### src/inc/cm4x_pkg.sv
// package for the 4x clock multiplier control block
// assumes an 8-bit special-function register port on clk_sys
package cm4x_pkg;
    localparam logic [7:0] CM4X_CTRL_ADDR = 8'hb9;
    localparam logic [7:0] CM4X_CTRL_RESET = 8'h00;
    localparam int CM4X_BIT_ENABLE = 7;
    localparam int CM4X_BIT_INIT = 6;
    localparam int CM4X_BIT_LOCKED = 5;
    localparam int CM4X_SEL_LSB = 0;
    localparam logic [7:0] CM4X_WRITABLE_MASK = 8'hc3;
    localparam logic [1:0] CM4X_SEL_INTERNAL = 2'h0;
    localparam logic [1:0] CM4X_SEL_EXTERNAL = 2'h1;
    localparam logic [1:0] CM4X_SEL_EXT_HALF = 2'h2;
    localparam int CM4X_MULT_FACTOR = 4;
    localparam int CM4X_CLK_MHZ = 50;
    // time for the multiplier loop to settle once initialized, in ns
    localparam int CM4X_LOCK_TIME_NS = 200;
    localparam int CM4X_LOCK_CYCLES = (CM4X_LOCK_TIME_NS * CM4X_CLK_MHZ + 999) / 1000;
    localparam int CM4X_CNT_W = 8;
    typedef enum logic [1:0] {CM4X_OFF, CM4X_POWERED, CM4X_LOCKING, CM4X_LOCKED} cm4x_state_t;
    // register port signals that travel together
    typedef struct packed {
        logic wrEn;
        logic rdEn;
        logic [7:0] addr;
        logic [7:0] wrData;
    } cm4x_sfr_req_t;
    typedef struct packed {
        logic enable;
        logic initialize;
        logic [1:0] inputSelect;
    } cm4x_ctrl_t;
endpackage

### src/design/cm4x_input_mux.sv
// input source routing for the multiplier reference clock
// sources are sampled enables on clk_sys standing in for the oscillators
`timescale 1ns/1ps
`default_nettype none
module cm4x_input_mux
    import cm4x_pkg::*;
(
    input wire logic clk_sys,
    input wire logic rstSync_n,
    input wire logic [1:0] sel,
    input wire logic intTick,
    input wire logic extTick,
    output logic refTick
);
    logic halfToggle_reg;
    logic halfToggle_next;
    logic refTick_next;

    // external halved: pass every second external tick; code 11 routes nothing
    always_comb
    begin
        halfToggle_next = halfToggle_reg ^ extTick;
        case (sel)
            CM4X_SEL_INTERNAL: refTick_next = intTick;
            CM4X_SEL_EXTERNAL: refTick_next = extTick;
            CM4X_SEL_EXT_HALF: refTick_next = extTick & halfToggle_reg;
            default: refTick_next = 1'b0;
        endcase
    end

    always_ff @(posedge clk_sys or negedge rstSync_n)
    begin
        if (!rstSync_n)
        begin
            halfToggle_reg <= 1'b0;
            refTick <= 1'b0;
        end
        else
        begin
            halfToggle_reg <= halfToggle_next;
            refTick <= refTick_next;
        end
    end
endmodule
`default_nettype wire

### src/design/cm4x_clock_multiplier_control.sv
// control register and lock sequencing for the 4x clock multiplier
// assumes a single-cycle SFR port on clk_sys; the external oscillator tick arrives from a pin
`timescale 1ns/1ps
`default_nettype none
module cm4x_clock_multiplier_control
    import cm4x_pkg::*;
(
    input wire logic clk_sys,
    input wire logic rst_n,
    input wire cm4x_sfr_req_t sfrReq,
    output logic [7:0] sfrRdData,
    input wire logic intOscTick,
    input wire logic extOscTick,
    output logic multiplierPowered,
    output logic multiplierLocked,
    output logic usbClkTick,
    output logic sysClkDivTick
);
    logic rstMeta_n;
    logic rstSync_n;
    logic extMeta;
    logic extSync;
    logic refTick;
    cm4x_ctrl_t ctrl_reg;
    cm4x_ctrl_t ctrl_next;
    cm4x_state_t state_reg;
    cm4x_state_t state_next;
    logic [CM4X_CNT_W-1:0] lockCnt_reg;
    logic [CM4X_CNT_W-1:0] lockCnt_next;
    logic [1:0] burst_reg;
    logic [1:0] burst_next;
    logic divTog_reg;
    logic divTog_next;
    logic usbTick_next;
    logic [7:0] rdData_next;
    logic ctrlWrite;

    // reset release through two flops
    // the copy rstSync_n feeds every other flop of the block
    always_ff @(posedge clk_sys or negedge rst_n)
    begin
        if (!rst_n)
        begin
            rstMeta_n <= 1'b0;
            rstSync_n <= 1'b0;
        end
        else
        begin
            rstMeta_n <= 1'b1;
            rstSync_n <= rstMeta_n;
        end
    end

    // external oscillator comes from a pin, so it is synchronised first
    // only the second flop of the pair is read by any logic
    always_ff @(posedge clk_sys or negedge rstSync_n)
    begin
        if (!rstSync_n)
        begin
            extMeta <= 1'b0;
            extSync <= 1'b0;
        end
        else
        begin
            extMeta <= extOscTick;
            extSync <= extMeta;
        end
    end

    // reference routing; select 11 still locks but feeds no reference ticks
    // the mux registers its output, which adds one cycle of tick latency
    cm4x_input_mux u_mux (
        .clk_sys(clk_sys),
        .rstSync_n(rstSync_n),
        .sel(ctrl_reg.inputSelect),
        .intTick(intOscTick),
        .extTick(extSync),
        .refTick(refTick)
    );

    // write strobe aimed at the control register
    assign ctrlWrite = sfrReq.wrEn && (sfrReq.addr == CM4X_CTRL_ADDR);

    // register write; the lock flag is not stored here so it cannot be written
    always_comb
    begin
        ctrl_next = ctrl_reg;
        if (ctrlWrite)
        begin
            ctrl_next.enable = sfrReq.wrData[CM4X_BIT_ENABLE];
            ctrl_next.initialize = sfrReq.wrData[CM4X_BIT_INIT];
            ctrl_next.inputSelect = sfrReq.wrData[CM4X_SEL_LSB +: 2];
        end
    end

    // sequencer: off, powered, locking, locked
    always_comb
    begin
        state_next = state_reg;
        lockCnt_next = lockCnt_reg;
        if (ctrlWrite && (sfrReq.wrData == CM4X_CTRL_RESET))
        begin
            state_next = CM4X_OFF;
            lockCnt_next = '0;
        end
        else if (!ctrl_next.enable)
        begin
            state_next = CM4X_OFF;
            lockCnt_next = '0;
        end
        else
        begin
            case (state_reg)
                // the power-up wait before initialize is software's to keep; it is not timed here
                CM4X_OFF: state_next = CM4X_POWERED;
                CM4X_POWERED:
                begin
                    // a rising initialize while enabled starts the lock
                    if (ctrl_next.initialize && !ctrl_reg.initialize)
                    begin
                        state_next = CM4X_LOCKING;
                        lockCnt_next = '0;
                    end
                end
                CM4X_LOCKING:
                begin
                    // lock is a fixed settle count; no loop behaviour is modelled
                    if (lockCnt_reg == CM4X_CNT_W'(CM4X_LOCK_CYCLES - 1))
                        state_next = CM4X_LOCKED;
                    else
                        lockCnt_next = lockCnt_reg + 1'b1;
                end
                CM4X_LOCKED: state_next = CM4X_LOCKED;
                default: state_next = CM4X_OFF;
            endcase
            // select changes while locking or locked would lose lock, so drop back to powered
            if ((state_reg == CM4X_LOCKED || state_reg == CM4X_LOCKING) &&
                (ctrl_next.inputSelect != ctrl_reg.inputSelect))
            begin
                state_next = CM4X_POWERED;
                lockCnt_next = '0;
            end
        end
    end

    // multiplier output model: each reference tick becomes four output ticks
    always_comb
    begin
        burst_next = burst_reg;
        divTog_next = divTog_reg;
        // a tick is flagged only where the burst advances, so clearing a
        // part-done burst on loss of lock does not count as an output tick
        usbTick_next = 1'b0;
        if (state_reg != CM4X_LOCKED)
        begin
            burst_next = 2'h0;
            divTog_next = 1'b0;
        end
        else if (refTick || burst_reg != 2'h0)
        begin
            burst_next = burst_reg + 1'b1;
            usbTick_next = 1'b1;
            divTog_next = ~divTog_reg;
        end
    end

    // read data: lock flag only in the locked state, unused bits zero
    // the read strobe is single-cycle, so the data stands for one cycle only
    always_comb
    begin
        rdData_next = 8'h00;
        if (sfrReq.rdEn && sfrReq.addr == CM4X_CTRL_ADDR)
        begin
            rdData_next[CM4X_BIT_ENABLE] = ctrl_reg.enable;
            rdData_next[CM4X_BIT_INIT] = ctrl_reg.initialize;
            rdData_next[CM4X_BIT_LOCKED] = (state_reg == CM4X_LOCKED);
            rdData_next[CM4X_SEL_LSB +: 2] = ctrl_reg.inputSelect;
        end
    end

    // state and output registers; every port is driven straight from a flop
    // so downstream clock logic never sees decode glitches
    always_ff @(posedge clk_sys or negedge rstSync_n)
    begin
        if (!rstSync_n)
        begin
            ctrl_reg <= '0;
            state_reg <= CM4X_OFF;
            lockCnt_reg <= '0;
            burst_reg <= 2'h0;
            divTog_reg <= 1'b0;
            sfrRdData <= 8'h00;
            multiplierPowered <= 1'b0;
            multiplierLocked <= 1'b0;
            usbClkTick <= 1'b0;
            sysClkDivTick <= 1'b0;
        end
        else
        begin
            ctrl_reg <= ctrl_next;
            state_reg <= state_next;
            lockCnt_reg <= lockCnt_next;
            burst_reg <= burst_next;
            divTog_reg <= divTog_next;
            sfrRdData <= rdData_next;
            multiplierPowered <= (state_next != CM4X_OFF);
            multiplierLocked <= (state_next == CM4X_LOCKED);
            usbClkTick <= usbTick_next;
            sysClkDivTick <= divTog_next & ~divTog_reg;
        end
    end
endmodule
`default_nettype wire

### config.mk
export PLATFORM = sky130hd
export DESIGN_NAME = cm4x_clock_multiplier_control
export DESIGN_NICKNAME = d
export VERILOG_FILES = /design/src/inc/cm4x_pkg.sv /design/src/design/cm4x_input_mux.sv /design/src/design/cm4x_clock_multiplier_control.sv
export SDC_FILE = /design/constraint.sdc
export NUM_CORES = 1
export LEC_CHECK = 0
export BUFFER_PORTS_ARGS = -buffer_cell sky130_fd_sc_hd__buf_4
export CORE_MARGIN = 3
export CORE_UTILIZATION = 40
export CTS_BUF_LIST = sky130_fd_sc_hd__clkbuf_8
export DETAILED_ROUTE_END_ITERATION = 10
export MAX_ROUTING_LAYER = met4
export PLACE_DENSITY = 0.7
export SYNTH_ARGS = -nofsm -noshare
export SYNTH_HDL_FRONTEND = slang
export SYNTH_HIERARCHICAL = 1
export SYNTH_SLANG_ARGS = --single-unit
### constraint.sdc
create_clock -name clk_sys -period 1.4 [get_ports clk_sys]
set_input_delay 0.07 -clock clk_sys [delete_from_list [all_inputs] [get_ports clk_sys]]
set_output_delay 0.07 -clock clk_sys [all_outputs]
set_load 0.05 [all_outputs]
==> flow_metrics.env <==
export IMPL_grt_pass1_vias=1161
export IMPL_finalClockSkew_ns=0.00448
export IMPL_initial_core_util_pct=43.3
export IMPL_p_switching_uw=392
export IMPL_numClockSinks=32
export IMPL_tightest_slew_ns=0.527
export IMPL_power_density_mw_per_mm2=909
export IMPL_leakagePower_nw=1.02
export IMPL_multi_input_area_um2=669
export IMPL_layout_min_cycle_time_ns=1.71
export IMPL_syn2layout_area_growth_pct=36.2
export IMPL_yosysWarnings=6
export IMPL_pwr_share_seq_pct=52.1
export IMPL_cts_clk_slew_worst_paths_ns=0.06
export IMPL_antenna_left=0
export IMPL_place_hpwl_um=2230
export IMPL_fin_crit_sh_pct=122
export IMPL_worstSetupStartpointType="flip-flop"
export IMPL_via_count=1139
export IMPL_max_freq_mhz=585
export IMPL_tns_ns=-2.73
export IMPL_swShare_pct=21.1
export IMPL_synthesis_area_mm2=0.00150
export IMPL_cellInternalPower_mw=1.47
export IMPL_maxCapViolations=0
export IMPL_hp_class="in -> reg"
export IMPL_root_buffer="clkbuf_8"
export IMPL_holdPathStages=2
export IMPL_clockBufferDepth=2
export IMPL_dpl_cell_area_mm2=0.00190
export IMPL_grt_pass1_wl_um=5080
export IMPL_maxSlewViolCount=0
export IMPL_fin_ws_ns=-0.309
export IMPL_drt_iter0_drc=38
export IMPL_first_pass_iters=4
export IMPL_reg2regPathDepth=4
export IMPL_cts_max_level=2
export IMPL_crit_fanout=8
export IMPL_path_class="reg -> reg"
export IMPL_outcome="complete, but fails checks"
export IMPL_die_w_um=67.3
export IMPL_placed_cells=222
export IMPL_synth_area_per_cell_um2=11.5
export IMPL_seqCellArea_um2=801
export IMPL_dieArea_mm2=0.00452
export IMPL_nFillCells=303
export IMPL_endpoint_kind="flip-flop"
export IMPL_yosysUniqueCellTypes=39
export IMPL_grt_util_all_layers_pct=15.7
export IMPL_crit_arrival_ns=1.90
export IMPL_routed_wl_um=2920
export IMPL_port_buffers=26
export IMPL_relSlewSlack_pct=64.2
export IMPL_power_frac_comb_pct=8.4
export IMPL_final_cells=233
export IMPL_synthCells=131
export IMPL_cts_tree="yes"
export IMPL_finalHoldViolations=0
export IMPL_largest_reg_flops=8
export IMPL_core_area_mm2=0.00347
export IMPL_die_h_um=67.3
export IMPL_synth_enable_flop_cells=0
export IMPL_worstSkewPairLatency_ns=0.28
export IMPL_grt_overflow=0
export IMPL_hold_ws_ns=0.0419
export IMPL_p_total_mw=1.86
export IMPL_drc=0
export IMPL_stdcell_area_mm2=0.00205
export IMPL_synth_ff_type="dfrtp_1"
export IMPL_routabilityCongestion=0.874
export IMPL_final_nets=213
export IMPL_ys_ff_latch=32
export IMPL_wl_per_cell_um=12.5
export IMPL_synth_seq_area_share_pct=53.3
export IMPL_clkPwrFrac_pct=39.6
export IMPL_rows=21
export IMPL_rsz0062_at_grt="yes"
export IMPL_drive_gt1_share_pct=39.6
export IMPL_utilization_pct=59.0
export IMPL_antenna_found_initial=0
export IMPL_async_flop_share_pct=100
export IMPL_finalSetupViolations=10
export IMPL_n_antenna_cell=0
export IMPL_violations="setup timing"
export IMPL_cts_buffers=5
export IMPL_ir_worst_vdd_v=0.000620
export IMPL_crit_required_ns=1.59
export IMPL_place_worst_setup_slack_ns=-0.346
export IMPL_vias_per_cell=4.89
export IMPL_grt_start_max_net_pins=31
export IMPL_io_pins=34
metal layers:
metal / track usage, % / vias up / wire length [µm] / part of all wire (%)
met5: - / - / 0 / 0
met4: 6.33 / 0 / 45 / 1.5
met3: 5.66 / 7 / 161 / 5.5
met2: 26.7 / 27 / 1510 / 52
met1: 16.4 / 544 / 1200 / 41
li1: - / 561 / - / -
worst max-delay path, stage by stage (launching register included):
cell and delay, ns:
dfrtp_1 0.38, or4_4 0.55, o31ai_4 0.28, nand4_4 0.20
o221ai_1 0.22
final timing paths:
check | startpoint | end | slack [ns]
max in group asynchronous | rstSync_n$_DFF_PN0_ | divTog_reg$_DFF_PN0_ | 0.89
setup reg to reg | lockCnt_reg[6]$_DFFE_PN0P_ | lockCnt_reg[5]$_DFFE_PN0P_ | -0.31
hold / removal | sfrReq[6] | ctrl_reg[2]$_DFF_PN0_ | 0.04
setup / recovery | lockCnt_reg[6]$_DFFE_PN0P_ | lockCnt_reg[5]$_DFFE_PN0P_ | -0.31
min in group asynchronous | rst_n | rstMeta_n$_DFF_PN0_ | 0.11
hold reg to reg | rstSync_n$_DFF_PN0_ | ctrl_reg[2]$_DFF_PN0_ | 0.24
kinds of logic (layout without fill, tap and decap cells):
logic type	after synthesis	after routing	synth area share (%)
compound gates	17	17	8.67
buf+inv	13	67	4.00
xor+xnor	4	4	2.33
mux	10	10	7.08
flops	32	32	53.3
simple gates	49	49	20.8
fa+ha+maj	4	4	3.33
other cells	2	4	0.500
cells in the mapped netlist, types with 2 or more instances:
cell type	instances	area [µm²]
buf_4	3	22.5
mux2_2	5	56.3
and3_1	5	31.3
and2_1	6	37.5
nand3_1	4	20.0
ha_1	4	50.1
inv_1	9	33.8
mux2i_1	5	50.1
conb_1	2	7.51
nor2b_1	2	12.5
nor2_1	10	37.5
o21ai_1	5	25.0
dfrtp_1	32	801
xor2_1	3	26.3
o221ai_1	2	17.5
o211ai_1	3	22.5
a21boi_0	2	15.0
nand4_1	2	12.5
nand2_1	7	26.3
power by group through the flow:
stage | Sequential [mW] | Combinational [mW] | Clock (mW)
floorplan | 1.00 | 0.0684 | 0
global placement | 0.983 | 0.146 | 0
detailed placement | 0.986 | 0.153 | 0
CTS | 0.969 | 0.158 | 0.767
global route | 0.970 | 0.171 | 0.823
finish | 0.968 | 0.156 | 0.736
layout make-up:
type,count,share of cell area [%]
Multi-Input combinational cell,88,32.7
Tap cell,46,2.81
Timing Repair Buffer,51,19.0
Sequential cell,32,39.1
Clock buffer,7,4.71
Inverter,9,1.65
cell usage in the layout, fill, tap and decap left out, drive strengths merged, types with 2 or more instances in the layout:
cell type | Yosys | routed
a21boi | 2 | 2
and2 | 7 | 7
and3 | 5 | 5
buf | 3 | 49
clkbuf | 1 | 7
conb | 2 | 4
dfrtp | 32 | 32
dlygate4sd3 | 0 | 2
ha | 4 | 4
inv | 9 | 9
mux2 | 5 | 5
mux2i | 5 | 5
nand2 | 8 | 8
nand3 | 5 | 5
nand4 | 3 | 3
nor2 | 10 | 10
nor2b | 2 | 2
o211ai | 3 | 3
o21ai | 6 | 6
o221ai | 2 | 2
xor2 | 3 | 3
repair_timing:
item,in CTS,in global routing
cloned,0,0
hold buffers,2,0
resized for setup,3,2
pin swaps,4,0
setup endpoints to repair,10,11
setup buffers,1,1
endpoints found under the hold margin,3,0
Note: power is estimated with default switching activity, not from simulation.
